## src/logic/llsm_regs.vh

```
`ifndef LLSM_REGS_VH
`define LLSM_REGS_VH

// ****************************************************************
// register map: address = {channel[1:0], register select[1:0]}
// ****************************************************************
`define LLSM_ADDR_W          4
`define LLSM_SEL_STATUS      2'h0
`define LLSM_SEL_MODE        2'h1
`define LLSM_SEL_LCFG        2'h2
`define LLSM_SEL_RXCFG       2'h3
`define LLSM_NUM_CH          2'h3

// ****************************************************************
// field positions
// ****************************************************************
`define LLSM_ST_LOL          4
`define LLSM_ST_LOSS         3
`define LLSM_ST_ALOSS        2
`define LLSM_ST_DLOSS        1
`define LLSM_ST_DMO          0
`define LLSM_LCFG_CODEC_OFF  3
`define LLSM_LCFG_AMP_OFF    2
`define LLSM_LCFG_PULSE_OFF  1
`define LLSM_LCFG_EQ_ON      0
`define LLSM_RX_MUTE         3

// ****************************************************************
// reset values and rate codes
// ****************************************************************
`define LLSM_LCFG_RST        5'h00
`define LLSM_RXCFG_RST       5'h00
`define LLSM_MODE_RST        2'h1
`define LLSM_RATE_E3         2'h0
`define LLSM_RATE_DS3        2'h1
`define LLSM_RATE_STS1       2'h2

// ****************************************************************
// timing counts, in unit intervals of the recovered clock
// ****************************************************************
`define LLSM_ZERO_LIMIT      8'hA0
`define LLSM_WIN_LAST        5'h1F
`define LLSM_ONES_MIN        6'h0A
`define LLSM_GOOD_WINS       3'h4
`define LLSM_AMP_PERSIST     8'h20

`endif

```

## src/logic/llsm_amp_hyst.v

```verilog
`timescale 1ns/10ps
`default_nettype none
`include "llsm_regs.vh"

module llsm_amp_hyst
(
  // clock and reset
  input  wire       clk_i,
  input  wire       nrst_i,
  // unit interval tick and control
  input  wire       tick_i,
  input  wire       enable_i,
  // comparator results for the selected thresholds
  input  wire       below_declare_i,
  input  wire       above_clear_i,
  // analog loss state
  output reg        loss_o
);

  reg  [7:0] persist_reg;
  wire       cond;

  // separate declare and clear comparators give the hysteresis
  assign cond = loss_o ? above_clear_i : below_declare_i;

  // ****************************************************************
  // persistence filter, keeps assert and release within 10..255 UI
  // ****************************************************************
  always @(posedge clk_i or negedge nrst_i)
  begin
    if (!nrst_i)
    begin
      persist_reg <= 8'h00;
      loss_o      <= 1'b0;
    end
    else if (!enable_i)
    begin
      persist_reg <= 8'h00; // RL12
      loss_o      <= 1'b0;  // RL12
    end
    else if (tick_i)
    begin
      if (!cond)
        persist_reg <= 8'h00;
      else if (persist_reg == `LLSM_AMP_PERSIST - 8'h01)
      begin
        persist_reg <= 8'h00;
        loss_o      <= ~loss_o; // RL4 RL5 RL6 RL8 RL9
      end
      else
        persist_reg <= persist_reg + 8'h01;
    end
  end

endmodule
`default_nettype wire

```

## src/logic/llsm_pulse_det.v

```verilog
`timescale 1ns/10ps
`default_nettype none
`include "llsm_regs.vh"

module llsm_pulse_det
(
  // clock and reset
  input  wire       clk_i,
  input  wire       nrst_i,
  // unit interval tick, received bit and control
  input  wire       tick_i,
  input  wire       bit_one_i,
  input  wire       enable_i,
  // digital loss state
  output reg        loss_o
);

  reg  [7:0] zrun_reg;
  reg  [4:0] win_reg;
  reg  [5:0] ones_reg;
  reg  [2:0] good_reg;
  wire [5:0] ones_next;
  wire       win_good;

  assign ones_next = ones_reg + {5'h00, bit_one_i};
  assign win_good  = (ones_next >= `LLSM_ONES_MIN);

  // ****************************************************************
  // zero run declare, density windows clear
  // ****************************************************************
  always @(posedge clk_i or negedge nrst_i)
  begin
    if (!nrst_i)
    begin
      zrun_reg <= 8'h00;
      win_reg  <= 5'h00;
      ones_reg <= 6'h00;
      good_reg <= 3'h0;
      loss_o   <= 1'b0; // RL22
    end
    else if (!enable_i)
    begin
      zrun_reg <= 8'h00;
      win_reg  <= 5'h00;
      ones_reg <= 6'h00;
      good_reg <= 3'h0;
      loss_o   <= 1'b0; // RL16
    end
    else if (tick_i)
    begin
      // saturating count of consecutive zeros
      if (bit_one_i)
        zrun_reg <= 8'h00;
      else if (zrun_reg != 8'hFF)
        zrun_reg <= zrun_reg + 8'h01;
      if (!loss_o)
      begin
        win_reg  <= 5'h00;
        ones_reg <= 6'h00;
        good_reg <= 3'h0;
        if (!bit_one_i && zrun_reg == `LLSM_ZERO_LIMIT - 8'h01)
          loss_o <= 1'b1; // RL13 RL22
      end
      else
      begin
        win_reg <= win_reg + 5'h01;
        if (win_reg == `LLSM_WIN_LAST)
        begin
          ones_reg <= 6'h00;
          if (!win_good)
            good_reg <= 3'h0;
          else if (good_reg == `LLSM_GOOD_WINS - 3'h1)
            loss_o <= 1'b0; // RL14
          else
            good_reg <= good_reg + 3'h1;
        end
        else
          ones_reg <= ones_next;
      end
    end
  end

endmodule
`default_nettype wire

```

## src/logic/llsm_monitor.v

```verilog
// Summary of operation
// RL1: loss found drives pin high, status one
// RL2: signal restored drives pin low, status zero
// RL3: watch amplitude and pulse count per channel
// RL4: E3 declares at -35dB, clears at -15dB
// RL5: E3 declare within 10 to 255 UI
// RL6: E3 clear within 10 to 255 UI
// RL7: DS3/STS-1 loss is analog OR digital
// RL8: analog declare threshold by rate, equalizer, pin
// RL9: analog clear threshold by rate and equalizer
// RL10: status holds lock, loss, analog, digital, monitor
// RL11: analog status bit shows current analog loss
// RL12: line config D2 disables amplitude detector
// RL13: digital loss after 160 consecutive zeros
// RL14: clear after four good 32-bit windows
// RL15: digital status bit shows current digital loss
// RL16: line config D1 disables pulse detector
// RL17: both detectors off means never loss
// RL18: mute forces both rails zero during loss
// RL19: global pin mutes all channels in pin mode
// RL20: receive config D3 mutes one channel in host mode
// RL21: line config D0 enables equalizer, picks thresholds
// RL22: fixed zero limit, loss cleared at reset
`timescale 1ns/10ps
`default_nettype none
`include "llsm_regs.vh"

module llsm_monitor
(
  // clock and reset
  input  wire                       clk_i,
  input  wire                       nrst_i,
  // register port
  input  wire [`LLSM_ADDR_W-1:0]    addr_i,
  input  wire [4:0]                 wdata_i,
  input  wire                       wr_i,
  input  wire                       rd_i,
  output reg  [4:0]                 rdata_o,
  // global pins
  input  wire                       host_mode_i,
  input  wire                       mute_on_loss_global_pin_i,
  input  wire                       amplitude_threshold_select_i,
  // recovered line per channel
  input  wire [2:0]                 recovered_clock_i,
  input  wire [2:0]                 recovered_positive_rail_i,
  input  wire [2:0]                 recovered_negative_rail_i,
  // analog comparators and other receiver flags per channel
  input  wire [2:0]                 amp_below_declare_i,
  input  wire [2:0]                 amp_above_clear_i,
  input  wire [2:0]                 clock_lock_lost_i,
  input  wire [2:0]                 drive_monitor_flag_i,
  // threshold code to the analog front end, per channel
  output reg  [11:0]                amp_thr_code_o,
  // loss indication and muted rails per channel
  output reg  [2:0]                 signal_loss_indication_o,
  output reg  [2:0]                 rx_positive_rail_o,
  output reg  [2:0]                 rx_negative_rail_o
);

  // ****************************************************************
  // input synchronisers
  // ****************************************************************
  // per channel: clock, pos, neg, below, above, lol, dmo; then 3 globals
  wire [23:0] async_in;
  reg  [23:0] meta_reg;
  reg  [23:0] sync_reg;

  assign async_in = {host_mode_i, mute_on_loss_global_pin_i,
                     amplitude_threshold_select_i,
                     drive_monitor_flag_i, clock_lock_lost_i,
                     amp_above_clear_i, amp_below_declare_i,
                     recovered_negative_rail_i, recovered_positive_rail_i,
                     recovered_clock_i};

  // two stages before any logic sees a pin
  always @(posedge clk_i or negedge nrst_i)
  begin
    if (!nrst_i)
    begin
      meta_reg <= 24'h000000;
      sync_reg <= 24'h000000;
    end
    else
    begin
      meta_reg <= async_in;
      sync_reg <= meta_reg;
    end
  end

  wire [2:0] s_clk;
  wire [2:0] s_pos;
  wire [2:0] s_neg;
  wire [2:0] s_below;
  wire [2:0] s_above;
  wire [2:0] s_lol;
  wire [2:0] s_dmo;
  wire       s_thr_sel;
  wire       s_glob_mute;
  wire       s_host;

  assign s_clk       = sync_reg[2:0];
  assign s_pos       = sync_reg[5:3];
  assign s_neg       = sync_reg[8:6];
  assign s_below     = sync_reg[11:9];
  assign s_above     = sync_reg[14:12];
  assign s_lol       = sync_reg[17:15];
  assign s_dmo       = sync_reg[20:18];
  assign s_thr_sel   = sync_reg[21];
  assign s_glob_mute = sync_reg[22];
  assign s_host      = sync_reg[23];

  // ****************************************************************
  // register decode
  // ****************************************************************
  wire [1:0] a_ch;
  wire [1:0] a_sel;
  wire       a_valid;

  assign a_ch    = addr_i[3:2];
  assign a_sel   = addr_i[1:0];
  assign a_valid = (a_ch < `LLSM_NUM_CH);

  // per channel state collected for the read mux
  wire [14:0] status_vec;
  wire [14:0] lcfg_vec;
  wire [14:0] rxcfg_vec;
  wire [5:0]  mode_vec;

  // ****************************************************************
  // per channel monitor
  // ****************************************************************
  genvar ch;
  generate
    for (ch = 0; ch < 3; ch = ch + 1)
    begin : g_ch
      reg  [4:0] lcfg_reg;
      reg  [4:0] rxcfg_reg;
      reg  [1:0] mode_reg;
      reg        clk_prev_reg;
      reg        bit_pos_reg;
      reg        bit_neg_reg;
      wire       tick;
      wire       wr_here;
      wire       ana_loss;
      wire       dig_loss;
      wire       loss_now;
      wire       mute_en;
      wire       mute_now;

      // a rising edge of the sampled recovered clock marks one UI
      assign tick    = s_clk[ch] & ~clk_prev_reg;
      assign wr_here = wr_i & a_valid & (a_ch == ch);

      // configuration written by software
      always @(posedge clk_i or negedge nrst_i)
      begin
        if (!nrst_i)
        begin
          lcfg_reg  <= `LLSM_LCFG_RST;
          rxcfg_reg <= `LLSM_RXCFG_RST;
          mode_reg  <= `LLSM_MODE_RST;
        end
        else if (wr_here)
        begin
          case (a_sel)
            `LLSM_SEL_LCFG:  lcfg_reg  <= {1'b0, wdata_i[3:0]}; // RL12 RL16 RL21
            `LLSM_SEL_RXCFG: rxcfg_reg <= {wdata_i[4:1], 1'b0}; // RL20
            `LLSM_SEL_MODE:  mode_reg  <= wdata_i[1:0];
            default:         mode_reg  <= mode_reg;
          endcase
        end
      end

      // sample the rails on the recovered clock rising edge
      always @(posedge clk_i or negedge nrst_i)
      begin
        if (!nrst_i)
        begin
          clk_prev_reg <= 1'b0;
          bit_pos_reg  <= 1'b0;
          bit_neg_reg  <= 1'b0;
        end
        else
        begin
          clk_prev_reg <= s_clk[ch];
          if (tick)
          begin
            bit_pos_reg <= s_pos[ch];
            bit_neg_reg <= s_neg[ch];
          end
        end
      end

      // amplitude detector, thresholds chosen by the front end code
      llsm_amp_hyst u_amp
      (
        .clk_i           (clk_i),
        .nrst_i          (nrst_i),
        .tick_i          (tick),
        .enable_i        (~lcfg_reg[`LLSM_LCFG_AMP_OFF]),
        .below_declare_i (s_below[ch]),
        .above_clear_i   (s_above[ch]),
        .loss_o          (ana_loss)
      ); // RL3 RL12

      // pulse detector, a one is a mark on either rail
      llsm_pulse_det u_pulse
      (
        .clk_i     (clk_i),
        .nrst_i    (nrst_i),
        .tick_i    (tick),
        .bit_one_i (s_pos[ch] | s_neg[ch]),
        .enable_i  (~lcfg_reg[`LLSM_LCFG_PULSE_OFF]),
        .loss_o    (dig_loss)
      ); // RL3 RL16

      // overall loss; with both detectors off neither can assert
      assign loss_now = ana_loss | dig_loss; // RL7 RL17

      // mute source: register in host mode, global pin otherwise
      assign mute_en  = s_host ? rxcfg_reg[`LLSM_RX_MUTE] : s_glob_mute; // RL19 RL20
      assign mute_now = mute_en & loss_now;

      // registered pins; muted rails drop to zero during loss
      always @(posedge clk_i or negedge nrst_i)
      begin
        if (!nrst_i)
        begin
          signal_loss_indication_o[ch] <= 1'b0;
          rx_positive_rail_o[ch]       <= 1'b0;
          rx_negative_rail_o[ch]       <= 1'b0;
          amp_thr_code_o[ch*4+3:ch*4]  <= 4'h0;
        end
        else
        begin
          signal_loss_indication_o[ch] <= loss_now; // RL1 RL2
          rx_positive_rail_o[ch]       <= bit_pos_reg & ~mute_now; // RL18
          rx_negative_rail_o[ch]       <= bit_neg_reg & ~mute_now; // RL18
          amp_thr_code_o[ch*4+3:ch*4]  <= {mode_reg,
                                           lcfg_reg[`LLSM_LCFG_EQ_ON],
                                           s_thr_sel}; // RL4 RL8 RL9 RL21
        end
      end

      // live status word
      assign status_vec[ch*5+4:ch*5] = {s_lol[ch], loss_now, ana_loss,
                                        dig_loss, s_dmo[ch]}; // RL10 RL11 RL15
      assign lcfg_vec[ch*5+4:ch*5]   = lcfg_reg;
      assign rxcfg_vec[ch*5+4:ch*5]  = rxcfg_reg;
      assign mode_vec[ch*2+1:ch*2]   = mode_reg;
    end
  endgenerate

  // ****************************************************************
  // read data, valid in the cycle after the read strobe only
  // ****************************************************************
  reg [4:0] rd_word;

  // unmapped channels read as zero
  always @*
  begin
    rd_word = 5'h00;
    if (a_valid)
    begin
      case (a_sel)
        `LLSM_SEL_STATUS: rd_word = status_vec[a_ch*5 +: 5];
        `LLSM_SEL_MODE:   rd_word = {3'h0, mode_vec[a_ch*2 +: 2]};
        `LLSM_SEL_LCFG:   rd_word = lcfg_vec[a_ch*5 +: 5];
        `LLSM_SEL_RXCFG:  rd_word = rxcfg_vec[a_ch*5 +: 5];
        default:          rd_word = 5'h00;
      endcase
    end
  end

  // data bus returns to zero between reads
  always @(posedge clk_i or negedge nrst_i)
  begin
    if (!nrst_i)
      rdata_o <= 5'h00;
    else if (rd_i)
      rdata_o <= rd_word;
    else
      rdata_o <= 5'h00;
  end

endmodule
`default_nettype wire

```

## config.mk

```make
export PLATFORM = sky130hd
export DESIGN_NAME = llsm_monitor
export DESIGN_NICKNAME = d
export VERILOG_FILES = /design/src/logic/llsm_amp_hyst.v /design/src/logic/llsm_pulse_det.v /design/src/logic/llsm_monitor.v
export VERILOG_INCLUDE_DIRS = /design/src /design/src/logic
export SDC_FILE = /design/constraint.sdc
export NUM_CORES = 1
export LEC_CHECK = 0
export BUFFER_PORTS_ARGS = -buffer_cell sky130_fd_sc_hd__buf_2
export CAP_MARGIN = 5
export CORE_AREA = 2 2 103 205
export DETAILED_ROUTE_END_ITERATION = 12
export DIE_AREA = 0 0 105 207
export HOLD_SLACK_MARGIN = 0.15
export PLACE_DENSITY = 0.67
export SLEW_MARGIN = 30
export SYNTH_ARGS = -nofsm -noshare
export SYNTH_HDL_FRONTEND = slang
export SYNTH_HIERARCHICAL = 1
export SYNTH_SLANG_ARGS = --single-unit
```

## constraint.sdc

```tcl
create_clock -name clk_i -period 5.2 [get_ports clk_i]
set_input_delay 0 -clock clk_i [delete_from_list [all_inputs] [get_ports clk_i]]
set_output_delay 0 -clock clk_i [all_outputs]
set_load 0.01 [all_outputs]
```

== Word-level counts from Yosys, hierarchy flattened ==
Index checks and enable logic that the tools add are counted.
Storage, ports and cells
  logic and storage cells: 281
  bits in registers: 209
  input bits: 37
Cells by class
  reduce and logical (&&, ||, !) cells: 41
  multiply operators: 1
  muxes and demuxes: 105
  equality and inequality tests: 26
  order comparisons: 4
  add/subtract/negate cells: 15
  bitwise logic cells: 31
  shift-type cells: 4
Operators by type and width (count)
  two-way mux 8 bit: 24
  two-way mux 6 bit: 12
  two-way mux 5 bit: 11
  two-way mux 3 bit: 18
  adder 8 x 1 -> 8 bit (second input constant): 6
  variable part select 15 x 6 -> 5 bit: 3
  two-way mux 1 bit: 39
  equality test 8 x 5 -> 1 bit (second input constant): 3
  equality test 8 bit (second input constant): 3
  != test 8 bit (second input constant): 3
  AND reduction 2 bit: 12
  nonzero test 2 bit: 12
  case mux 5 bit (4 select lines): 1
  adder 6 x 1 -> 6 bit: 3
  >= comparator 6 x 4 -> 1 bit (second input constant): 3
  AND reduction 3 bit: 6
  bitwise AND 1 bit: 16
  adder 5 x 1 -> 5 bit (second input constant): 3
  equality test 5 bit (second input constant): 3
  != test 4 bit (second input constant): 3
  adder 3 x 1 -> 3 bit (second input constant): 3
  equality test 3 x 2 -> 1 bit (second input constant): 3
  != test 3 bit (second input constant): 3
  NOT 1 bit: 9
  other kinds (10): 25

== Longest topological paths before layout ==
Gate-level depths: netlist (run 1).
  depth after elaboration: 8
  gate-level depth with buffers: 8

== Hierarchy ==
Netlist (run 1), hierarchy kept.
Modules (own cells, without submodules)
  llsm_monitor: seq. area each 2781.4 um^2, cells each 268, area each 3950.0 um^2, times used 1
  llsm_amp_hyst: seq. area each 225.2 um^2, cells each 55, area each 586.8 um^2, times used 3
  llsm_pulse_det (g_ch[2].u_pulse): seq. area each 575.6 um^2, cells each 159, area each 1437.6 um^2, times used 1
  llsm_pulse_det (g_ch[1].u_pulse): seq. area each 575.6 um^2, cells each 154, area each 1428.9 um^2, times used 1
  llsm_pulse_det (g_ch[0].u_pulse): seq. area each 575.6 um^2, cells each 151, area each 1410.1 um^2, times used 1

== Worst setup path after synthesis (run 1) ==
No wires, ideal clock.
  path kind: reg2reg
  start point: register sync_reg[7]
  end point: register g_ch[1].u_pulse.good_reg[0]
  required time: 5075 ps
  slack: 2969 ps
  cell stages (with the launch flop): 9
  data arrival time: 2106 ps
  cell sequence: dfrtp_1 > or2_2 > ha_1 > ha_1 > a311o_1 > o31ai_2 > o22ai_1 > nor4b_4 > mux2_2
On the way
  cells in the longest elaborated chain, start to end: 8
  elaborated cells on any way between the ends: 10
  classes of those cells: 1 x add/sub; 1 x order compare; 1 x eq/ne; 5 x mux; 1 x bitwise; 1 x reduce/logical
RTL lines
  start: declaration: RTL line llsm_monitor.v:66  | reg [23:0] sync_reg;
  start signal: assignment: RTL line llsm_monitor.v:86  | sync_reg <= meta_reg;
  OR 1 bit *: RTL line llsm_monitor.v:212  | .bit_one_i (s_pos[ch] | s_neg[ch]),
  adder 6 x 1 -> 6 bit *: RTL line llsm_pulse_det.v:25  | assign ones_next = ones_reg + {5'h00, bit_one_i};
  >= comparator 6 x 4 -> 1 bit (no source line) *
  two-way mux 3 bit: RTL line llsm_pulse_det.v:70  | if (!win_good)
  two-way mux 3 bit: RTL line llsm_pulse_det.v:67  | if (win_reg == `LLSM_WIN_LAST)
  two-way mux 3 bit: RTL line llsm_pulse_det.v:56  | if (!loss_o)
  two-way mux 3 bit: RTL line llsm_pulse_det.v:49  | else if (tick_i)
  two-way mux 3 bit: RTL line llsm_pulse_det.v:41  | else if (!enable_i)
  end signal: assignment: RTL line llsm_pulse_det.v:75  | good_reg <= good_reg + 3'h1;
  end: declaration: RTL line llsm_pulse_det.v:21  | reg [2:0] good_reg;
Mark *: on every way between the ends. The rest lies on a longest branch, timed or not. The select of a mux whose other input is x is not followed.
A chain may end at the register's enable or synchronous reset.

== Final worst setup path (run 1) ==
  start point: register sync_reg[6]
  end point: register g_ch[0].u_pulse.good_reg[0]
On the way
  cells in the longest elaborated chain, start to end: 8
  elaborated cells on any way between the ends: 10
  classes of those cells: 1 x add/sub; 1 x order compare; 1 x eq/ne; 5 x mux; 1 x bitwise; 1 x reduce/logical
RTL lines (RTL line)
  OR 1 bit *: llsm_monitor.v:212
  adder 6 x 1 -> 6 bit *: llsm_pulse_det.v:25
  >= comparator 6 x 4 -> 1 bit (no source line) *
  two-way mux 3 bit: llsm_pulse_det.v:70
  two-way mux 3 bit: llsm_pulse_det.v:67
  two-way mux 3 bit: llsm_pulse_det.v:56
  two-way mux 3 bit: llsm_pulse_det.v:49
  two-way mux 3 bit: llsm_pulse_det.v:41
  end signal: assignment: llsm_pulse_det.v:75
  end: declaration: llsm_pulse_det.v:21
Marked as above.

==> results of run 1 <==
-- per-layer routing --
layer,vias up,share of wire (%),wire length [um]
li1,3458,-,-
met1,3541,47,9400
met2,134,48,9570
met3,27,3.4,692
met4,0,2.4,484
met5,-,0,0
-- path summary, 6_finish.rpt --
check,endpoint,slack [ps],depth (start not counted)
worst max-delay path,g_ch[0].u_pulse/good_reg[0],2820,8
worst min-delay path,sync_reg[19],160,2
worst max register to register,g_ch[0].u_pulse/good_reg[0],2820,8
worst min register to register,sync_reg[17],350,0
max in group asynchronous,g_ch[2].rxcfg_reg[2],3770,3
min in group clk_i,meta_reg[5],170,2
-- placed cells by master (no fill, tap or decap), drive strengths merged, types with 5 or more instances in the layout --
| master | instances |
|---|---|
| nor2b | 38 |
| clkbuf | 25 |
| o31ai | 9 |
| and3 | 17 |
| nor3 | 14 |
| a21boi | 17 |
| o21ai | 50 |
| dlygate4sd3 | 54 |
| ha | 24 |
| a31oi | 10 |
| xnor2 | 9 |
| inv | 27 |
| o21a | 5 |
| mux2i | 14 |
| mux2 | 42 |
| nand4 | 18 |
| clkinv | 7 |
| a22o | 8 |
| dfrtp | 204 |
| o22ai | 8 |
| nor2 | 35 |
| nand2b | 35 |
| or2 | 7 |
| and2 | 9 |
| nand3 | 44 |
| nand2 | 82 |
| buf | 64 |
| nor4 | 7 |
| a22oi | 7 |
| a21oi | 55 |
| nor3b | 11 |
-- worst max-delay path, cell delays in order, from the launching register on --
cell and delay, ps:
dfrtp_1 370, or2_2 320, ha_1 260, ha_1 270
a311o_1 380, o31ai_2 80, o22ai_1 160, nor4b_4 160
mux2_2 260
-- cell type report --
type | count | area, sq um | share of cell area [%]
Clock buffer | 25 | 538 | 4.63
Clock inverter | 8 | 82.6 | 0.711
Inverter | 28 | 106 | 0.915
Multi-Input combinational cell | 631 | 4500 | 38.7
Sequential cell | 207 | 5180 | 44.6
Tap cell | 266 | 333 | 2.86
Timing Repair Buffer | 118 | 876 | 7.54
-- logic make-up after synthesis --
logic type	count (synthesis)	share of synthesized area (%)
simple gates	335	20.6
flops	207	51.9
compound gates	206	14.2
buf+inv	59	3.06
mux	57	6.40
fa+ha+maj	24	3.01
xor+xnor	9	0.789
-- report_power, final --
| group | internal [W] | switching (W) | leakage [nW] |
|---|---|---|---|
| Sequential | 0.00174 | 0.0000730 | 2.66 |
| Clock | 0.000785 | 0.000596 | 0.304 |
| Combinational | 0.000208 | 0.000265 | 2.11 |
| Total | 0.00273 | 0.000934 | 5.07 |
-- through the flow --
| stage | setup WS (ps) | util, % | instances | total power, W | hold WS (ps) |
|---|---|---|---|---|---|
| after global routing | 2700 | 57.6 | 1283 | 0.00385 | 163 |
| after floorplan | 2970 | - | 897 | 0.00214 | -296 |
| final | 2820 | 57.6 | 1283 | 0.00367 | 162 |
| after detailed placement | 2840 | 51.8 | 1196 | 0.00229 | 109 |
| after CTS | 2820 | 57.6 | 1283 | 0.00371 | 151 |
| after global placement | 2890 | 51.8 | 1196 | 0.00227 | 108 |
==> run_results.csv, run 1 <==
group,metric,value,unit
status,status,"complete, no violations",
power_and_ir_drop,p_leak,5.07,nW
floorplanning,start_util,49.5,%
logic_synthesis,syn-mean-instance-area,11.1,sq um
global_routing,grt_pass1_vias,6992,
global_routing,antenna_found_initial,0,
finish,drive_gt1_share,18.9,%
finish,fillCellCount,1750,
placed_design,numPortBuffers,62,
timing,relSlewSlack,42.9,%
clock_tree,clk_pin_slew,70,ps
clock_tree,cts_made_buffers,19,
global_routing,grtUsageMet1,26.5,%
timing,period_needed,2380,ps
min_path,min_path_type,"primary input to async pin",
logic_synthesis,synth_fp_nets,958,
worst_setup_path,r2r_start,"sync_reg[6]",
timing,finalClockSkew,7.04,ps
worst_setup_path,cp-start-kind,"flip-flop",
global_routing,track_usage,18.9,%
worst_setup_path,worstPathMaxFanout,6,
clock_tree,post-cts-setup-buffer-count,0,
routing,drc_errors,0,
clock_tree,cts_buffer_depth,3,
clock_tree,cts_max_level,1,
power_and_ir_drop,peakVddDrop,0.365,mV
logic_synthesis,synth_top_area_share,51.1,%
logic_synthesis,synth_seq_cells,207,
logic_synthesis,synth_edf_count,0,
floorplanning,die_x,105,um
logic_synthesis,ys_top_cells_by_area,"dfrtp_1, mux2_2, nand2_1",
floorplanning,num_io_pins,63,
routing,vias_per_cell,5.58,
routing,totalWireLength,20100,um
logic_synthesis,postSynthCellCount,897,
floorplanning,dieHeight,207,um
routing,wire_per_inst,15.7,um
finish,num_antenna_cells,0,
clock_tree,cts_sinks,207,
clock_tree,clk_latency,480,ps
worst_setup_path,cp-end-kind,"flip-flop",
floorplanning,coreArea,20200,sq um
clock_tree,root_buffer,"clkbuf_16",
logic_synthesis,synthArstFlopShare,100,%
timing,fmaxAchievable,421,MHz
timing,tns,0,ps
logic_synthesis,syn-cell-area,9990,sq um
timing,rsz0062_at_grt,"no",
routing,ant_nets,0,
clock_tree,cts-resized-gates,0,
finish,area_delta_synth_final,16.3,%
global_routing,grt_max_degree,116,
logic_synthesis,yosys_warnings,6,
logic_synthesis,synth.distinct_cells,89,
logic_synthesis,synth_top_cell_by_area,"dfrtp_1",
floorplanning,rows,74,
global_routing,busiest_layer,"met2",
power_and_ir_drop,power-per-cell-area,316,nW/um^2
timing,setup_violations,0,
routing,first_pass_iters,7,
floorplanning,die-area,21700,sq um
clock_tree,cts_tree,"done",
finish,finalNetCount,1066,
placed_design,hpwl,13100,um
routing,dr.first_iter.drc_count,477,
timing,drv_slew,0,
global_routing,grt_first_pass_wirelength,34500,um
logic_synthesis,yosysSeqAreaShare,51.9,%
routing,vias,7160,
logic_synthesis,synth_flop_cell,"dfrtp_1",
global_routing,grt-ovfl-total,0,
worst_setup_path,arrival,2750,ps
placed_design,place_area,10500,sq um
timing,hold_viol_final,0,
logic_synthesis,synth_common_cells,"dfrtp_1, nand2_1, a21oi_1",
clock_tree,holdBufCountCts,54,
timing,fin_crit_sh,45.7,%
global_routing,grt_use_met2,30.5,%
placed_design,place_congestion,0.851,
job,max-cap-violations,0,
worst_setup_path,crit_type,"flip-flop to flip-flop",
timing,worst_slew_pin_slew,857,ps
worst_setup_path,cp.required,5570,ps
finish,stdcell_area,11600,sq um
logic_synthesis,yosysMostFrequentCell,"dfrtp_1",
worst_setup_path,crit_start,"sync_reg[6]",
global_routing,met3_usage,2.45,%
No activity file was read; power rests on OpenSTA's default activity.
==> run 2, diff against run 1 <==
==> constraint.sdc (replaced) <==
create_clock -name clk_i -period 2.2 [get_ports clk_i]
set_input_delay 0 -clock clk_i [delete_from_list [all_inputs] [get_ports clk_i]]
set_output_delay 0 -clock clk_i [all_outputs]
set_load 0.01 [all_outputs]
==> run 2 against run 1 <==
  * Total power grew 150%
  * Largest power group unchanged
  * Critical endpoint unchanged
  * Highest routed layer unchanged
  * Core utilization is 2.2 points higher
  * Count of clock-buffer cells in the layout stayed put
==> run_results.csv, run 2 (synthesis results as in run 1) <==
group,metric,value,unit
status,status,"complete, no violations",
global_routing,grt_pass1_vias,7379,
floorplanning,dieHeight,207,um
global_routing,antenna_found_initial,0,
floorplanning,coreArea,20200,sq um
finish,area_delta_synth_final,20.8,%
timing,fmaxAchievable,469,MHz
timing,fin_crit_sh,97.0,%
min_path,min_from,"drive_monitor_flag_i[1]",
floorplanning,start_util,49.5,%
timing,period_needed,2130,ps
routing,totalWireLength,20900,um
routing,dr.first_iter.drc_count,345,
routing,ant_nets,0,
floorplanning,die_x,105,um
timing,rsz0062_at_grt,"yes",
min_path,worst_hold_path.endpoint,"meta_reg[19]",
finish,stdcell_area,12100,sq um
placed_design,numPortBuffers,62,
worst_setup_path,cp-start-kind,"flip-flop",
floorplanning,num_io_pins,63,
global_routing,track_usage,19.9,%
timing,tns,0,ps
finish,drive_gt1_share,22.2,%
min_path,hold_depth,2,
worst_setup_path,crit_type,"flip-flop to flip-flop",
timing,hold_ws,161,ps
global_routing,grt-ovfl-total,0,
worst_setup_path,arrival,2570,ps
worst_setup_path,cp.required,2630,ps
worst_setup_path,cp-end-kind,"flip-flop",
placed_design,place_congestion,0.889,
timing,relSlewSlack,63.7,%
worst_setup_path,r2r_start,"sync_reg[6]",
timing,worst_slew_pin_slew,545,ps
placed_design,place_area,10700,sq um
routing,vias,7252,
routing,wire_per_inst,15.9,um
worst_setup_path,worstPathMaxFanout,3,
timing,setup_violations,0,
timing,drv_slew,0,
power_and_ir_drop,power-per-cell-area,746,nW/um^2
clock_tree,cts_sinks,207,
finish,num_antenna_cells,0,
power_and_ir_drop,p_leak,5.30,nW
global_routing,grt_max_degree,52,
worst_setup_path,ff2ff_path_depth,8,
floorplanning,rows,74,
clock_tree,cts_max_level,1,
floorplanning,die-area,21700,sq um
routing,vias_per_cell,5.52,
timing,hold_viol_final,0,
min_path,min_path_type,"primary input to flip-flop",
placed_design,hpwl,13700,um
clock_tree,clk_pin_slew,70,ps
worst_setup_path,r2r_slack,70,ps
power_and_ir_drop,peakVddDrop,0.717,mV
finish,layout_common_cells,"dfrtp_1, nand2_1, buf_2",
clock_tree,root_buffer,"clkbuf_16",
finish,finalNetCount,1094,
timing,finalClockSkew,12.8,ps
worst_setup_path,r2r-end,"g_ch[0].u_pulse/good_reg[0]",
clock_tree,clk_latency,500,ps
clock_tree,cts_tree,"done",
finish,final_common_cell,"dfrtp_1",
routing,drc_errors,0,
clock_tree,cts_made_buffers,20,
clock_tree,cts_buffer_depth,3,
routing,first_pass_iters,5,
job,max-cap-violations,0,
global_routing,grt_first_pass_wirelength,36100,um
## run 2: worst max-delay path by stage
stage | start | endpoint | slack (ps) | cells past startpoint
6_report | sync_reg[6] | g_ch[0].u_pulse/good_reg[0] | 70 | 8
5_1_grt | g_ch[0].u_pulse/win_reg[0] | g_ch[0].u_pulse/ones_reg[2] | -20 | 8
4_1_cts | sync_reg[6] | g_ch[0].u_pulse/good_reg[0] | 10 | 8
3_5_place_dp | sync_reg[8] | g_ch[2].u_pulse/good_reg[0] | -50 | 8
3_3_place_gp | sync_reg[8] | g_ch[2].u_pulse/good_reg[0] | -20 | 8
2_1_floorplan | sync_reg[7] | g_ch[1].u_pulse/good_reg[0] | 10 | 8
## run 2: layout make-up
cell class,instances,area (sq um)
multi-input combinational,631,4620
tap,266,333
timing repair buffer,145,1140
sequential,207,5180
fill,1737,8120
inverter,28,106
clock inverter,11,111
clock buffer,25,571
## run 2: worst max-delay path, cell delays in order (launching register included)
cell,delay [ps]
dfrtp_1,380
or2_4,260
ha_2,200
ha_2,340
o21a_2,120
o22ai_2,80
or3_4,380
o311ai_2,110
mux2_4,210
## run 2: routing by layer
layer | vias to the layer above | share of wire [%] | global-route usage, %
met5 | - | 0 | 0
met4 | 0 | 2.1 | 5.33
met3 | 27 | 4.0 | 2.42
met2 | 166 | 49 | 33.4
met1 | 3530 | 45 | 27.2
li1 | 3529 | - | -
## run 2: report_power, final
group	switching (W)	internal (W)	total [W]	leakage (nW)
Sequential	0.000173	0.00412	0.00429	2.66
Clock	0.00144	0.00208	0.00352	0.342
Combinational	0.000647	0.000547	0.00119	2.29
## run 2: repair_timing
item	CTS	global route
resized for setup	7	12
pin swaps	3	9
setup buffers	1	1
setup endpoints to repair	5	8
hold buffers	59	0
gates cloned	0	0
endpoints found under the hold margin	266	0
## run 2: metrics by stage
stage	worst slack (ps)	cells	power, W	util, %
2_1_floorplan	10.8	897	0.00506	-
3_3_place_gp	-16.5	1216	0.00542	52.8
3_5_place_dp	-50.5	1216	0.00546	52.8
4_1_cts	11.5	1312	0.00911	59.4
5_1_grt	-19.8	1313	0.00943	59.8
6_report	66.2	1313	0.00900	59.8
==> run 3, diff against run 2 <==
--- a/config.mk
+++ b/config.mk
@@ -8,13 +8,12 @@
 export LEC_CHECK = 0
 export BUFFER_PORTS_ARGS = -buffer_cell sky130_fd_sc_hd__buf_2
 export CAP_MARGIN = 5
-export CORE_AREA = 2 2 103 205
+export CORE_AREA = 2 2 100 198
 export DETAILED_ROUTE_END_ITERATION = 12
-export DIE_AREA = 0 0 105 207
-export HOLD_SLACK_MARGIN = 0.15
+export DIE_AREA = 0 0 102 200
+export HOLD_SLACK_MARGIN = 0.05
 export PLACE_DENSITY = 0.67
 export SLEW_MARGIN = 30
 export SYNTH_ARGS = -nofsm -noshare
 export SYNTH_HDL_FRONTEND = slang
-export SYNTH_HIERARCHICAL = 1
 export SYNTH_SLANG_ARGS = --single-unit
==> run 3 against run 2 <==
  * Global-route usage up 0.17 points
  * Via count down 7.2%
  * Maximum frequency up 0.36%
  * Register-to-register slack about the same
  * Sequential power about the same
  * Clock power up 8.8%
  * Synthesized cell count down 4.2%
  * Largest power group unchanged
==> run_results.csv, run 3 <==
group,metric,value,unit
min_path,min_path_type,"primary input to async pin",
floorplanning,start_util,49.0,%
timing,period_needed,2130,ps
finish,stdcell_area,11200,sq um
routing,drc_errors,0,
floorplanning,coreArea,18800,sq um
global_routing,met3_usage,2.96,%
placed_design,hpwl,13800,um
logic_synthesis,synth_edf_count,0,
floorplanning,dieHeight,200,um
clock_tree,cts_made_buffers,20,
global_routing,busiest_layer,"met2",
clock_tree,cts_buffer_depth,3,
worst_setup_path,crit_chain,"or2_4, ha_4, ha_4, nand3_1, nor3b_4, o32ai_2, buf_4, and3_1, a311oi_1",
logic_synthesis,synth_fp_nets,920,
timing,drv_slew,0,
routing,vias_per_cell,5.38,
global_routing,antenna_found_initial,1,
worst_setup_path,cp.required,2600,ps
logic_synthesis,ys_top_cells_by_area,"dfrtp_1, mux2_2, nand2_1",
timing,relSlewSlack,53.4,%
logic_synthesis,synth_top_cell_by_area,"dfrtp_1",
floorplanning,rows,71,
logic_synthesis,yosysSeqAreaShare,56.2,%
power_and_ir_drop,peakVddDrop,0.683,mV
logic_synthesis,synth.distinct_cells,64,
global_routing,grt_max_degree,62,
logic_synthesis,syn-cell-area,9230,sq um
finish,fillCellCount,1644,
finish,drive_gt1_share,19.6,%
logic_synthesis,synthArstFlopShare,100,%
worst_setup_path,r2r_slack,70,ps
timing,hold_ws,63.5,ps
power_and_ir_drop,p_leak,5.08,nW
placed_design,place_area,10000,sq um
clock_tree,cts_max_level,1,
routing,vias,6727,
finish,area_delta_synth_final,21.9,%
clock_tree,clk_latency,490,ps
floorplanning,die_x,102,um
timing,hold_viol_final,0,
logic_synthesis,synth_common_cells,"dfrtp_1, nand2_1, nor2_1",
timing,fmaxAchievable,470,MHz
logic_synthesis,synth_flop_cell,"dfrtp_1",
logic_synthesis,postSynthCellCount,859,
placed_design,numPortBuffers,62,
clock_tree,clk_pin_slew,70,ps
logic_synthesis,synth_top_area_share,55.3,%
finish,num_antenna_cells,0,
logic_synthesis,syn-mean-instance-area,10.7,sq um
job,max-cap-violations,0,
placed_design,placed_cells_incl_taps,1179,
worst_setup_path,ff2ff_path_depth,9,
finish,finalNetCount,1043,
timing,worst_slew_pin_slew,693,ps
global_routing,grt_use_met2,38.6,%
global_routing,grt_pass1_vias,7138,
worst_setup_path,critPathBufInv,1,
clock_tree,cts_sinks,207,
worst_setup_path,r2r-end,"g_ch[1].u_pulse.loss_o",
global_routing,grt-ovfl-total,0,
logic_synthesis,yosysMostFrequentCell,"dfrtp_1",
finish,layout_common_cells,"dfrtp_1, nand2_1, nor2_1",
global_routing,grt_first_pass_wirelength,33100,um
timing,setup_violations,0,
finish,fin_cells,1251,
worst_setup_path,r2r_start,"sync_reg[4]",
status,status,"complete, no violations",
placed_design,place_congestion,0.821,
global_routing,grtUsageMet1,21.9,%
routing,ant_nets,0,
timing,finalClockSkew,15.4,ps
worst_setup_path,cp-start-kind,"flip-flop",
worst_setup_path,slowest_delay,380,ps
timing,tns,0,ps
timing,fin_crit_sh,96.6,%
power_and_ir_drop,power-per-cell-area,813,nW/um^2
floorplanning,die-area,20400,sq um
worst_setup_path,crit_type,"flip-flop to flip-flop",
global_routing,track_usage,20.0,%
worst_setup_path,cp-end-kind,"flip-flop",
finish,final_common_cell,"dfrtp_1",
worst_setup_path,path_common_cell,"ha_4",
routing,wire_per_inst,15.8,um
routing,dr.first_iter.drc_count,223,
clock_tree,root_buffer,"clkbuf_16",
routing,first_pass_iters,6,
worst_setup_path,worstPathMaxFanout,6,
routing,totalWireLength,19800,um
logic_synthesis,yosys_warnings,0,
worst_setup_path,arrival,2530,ps
logic_synthesis,synth_seq_cells,207,
floorplanning,num_io_pins,63,
clock_tree,cts_tree,"done",
power_and_ir_drop,p_total,0.00915,W
worst_setup_path,critPathSlowestCell,"dfrtp_1",
worst_setup_path,crit_family,"simple AND/OR/NAND/NOR gates",
==> run 3: changes by cell type after synthesis, moves of 9 or more <==
cell      before  now
o21ai_0       42   53
xor2_1         0   19
a21boi_0      15    4
clkbuf_1       8   20
nand2b_1      35   23
a21o_1         0    9
nor2_1        28   74
nor2b_1       31   14
or3_1          2   11
==> run 3: area by class of cell <==
| class | instances | area (sq um) | area share, % |
|---|---|---|---|
| Inverter | 23 | 86.3 | 0.767 |
| Clock buffer | 29 | 616 | 5.47 |
| Clock inverter | 7 | 135 | 1.20 |
| Timing Repair Buffer | 129 | 945 | 8.40 |
| Multi-Input combinational cell | 601 | 3970 | 35.2 |
| Tap cell | 255 | 319 | 2.84 |
| Sequential cell | 207 | 5180 | 46.1 |
==> run 3: worst max-delay path by stage <==
stage                                  endpoint         from  depth (start not counted)
floorplan           g_ch[0].u_pulse.good_reg[0]  sync_reg[6]                          9
global placement         g_ch[1].u_pulse.loss_o  sync_reg[7]                          9
detailed placement       g_ch[1].u_pulse.loss_o  sync_reg[7]                          9
CTS                      g_ch[1].u_pulse.loss_o  sync_reg[7]                          9
global route        g_ch[2].u_pulse.good_reg[2]  sync_reg[5]                         10
finish                   g_ch[1].u_pulse.loss_o  sync_reg[4]                          9
==> run 3: per-layer routing <==
layer	up-vias	share of wire (%)
li1	3288	-
met1	3295	38
met2	98	56
met3	44	2.9
met4	2	2.6
met5	-	0.081
==> run 3: what timing repair did <==
item                                    in CTS  in global routing
endpoints found under the setup margin       6                 11
buffers inserted                             0                  2
pin swaps                                    3                  7
endpoints found under the hold margin      263                  0
gates resized for setup                      7                 17
hold buffers                                34                  0
==> run 3: kinds of logic (layout without fill, tap and decap cells) <==
logic type                 count (synthesis)  in the layout  synth area share, %
adders and majority gates                 24             24                 3.25
muxes                                     45             45                 5.71
DFF                                      207            207                 56.2
buffers and inverters                     51            188                 2.32
xor gates and xnor gates                  28             28                 2.66
and+or+nand+nor                          330            330                 18.0
AOI/OAI and AO/OA                        174            174                 11.9
==> run 3: where the power goes <==
group          total, W  switching [W]  internal, W
combinational   0.00100       0.000555     0.000449
clock           0.00383        0.00142      0.00241
sequential      0.00431       0.000195      0.00411
total           0.00915        0.00217      0.00697
==> run 3: through the flow <==
stage               setup slack, ps  utilization, %
floorplan                     0.903               -
global placement               30.6            53.2
detailed placement             -111            53.2
CTS                            9.45            59.1
global route                  -8.79            59.7
finish                         73.8            59.7
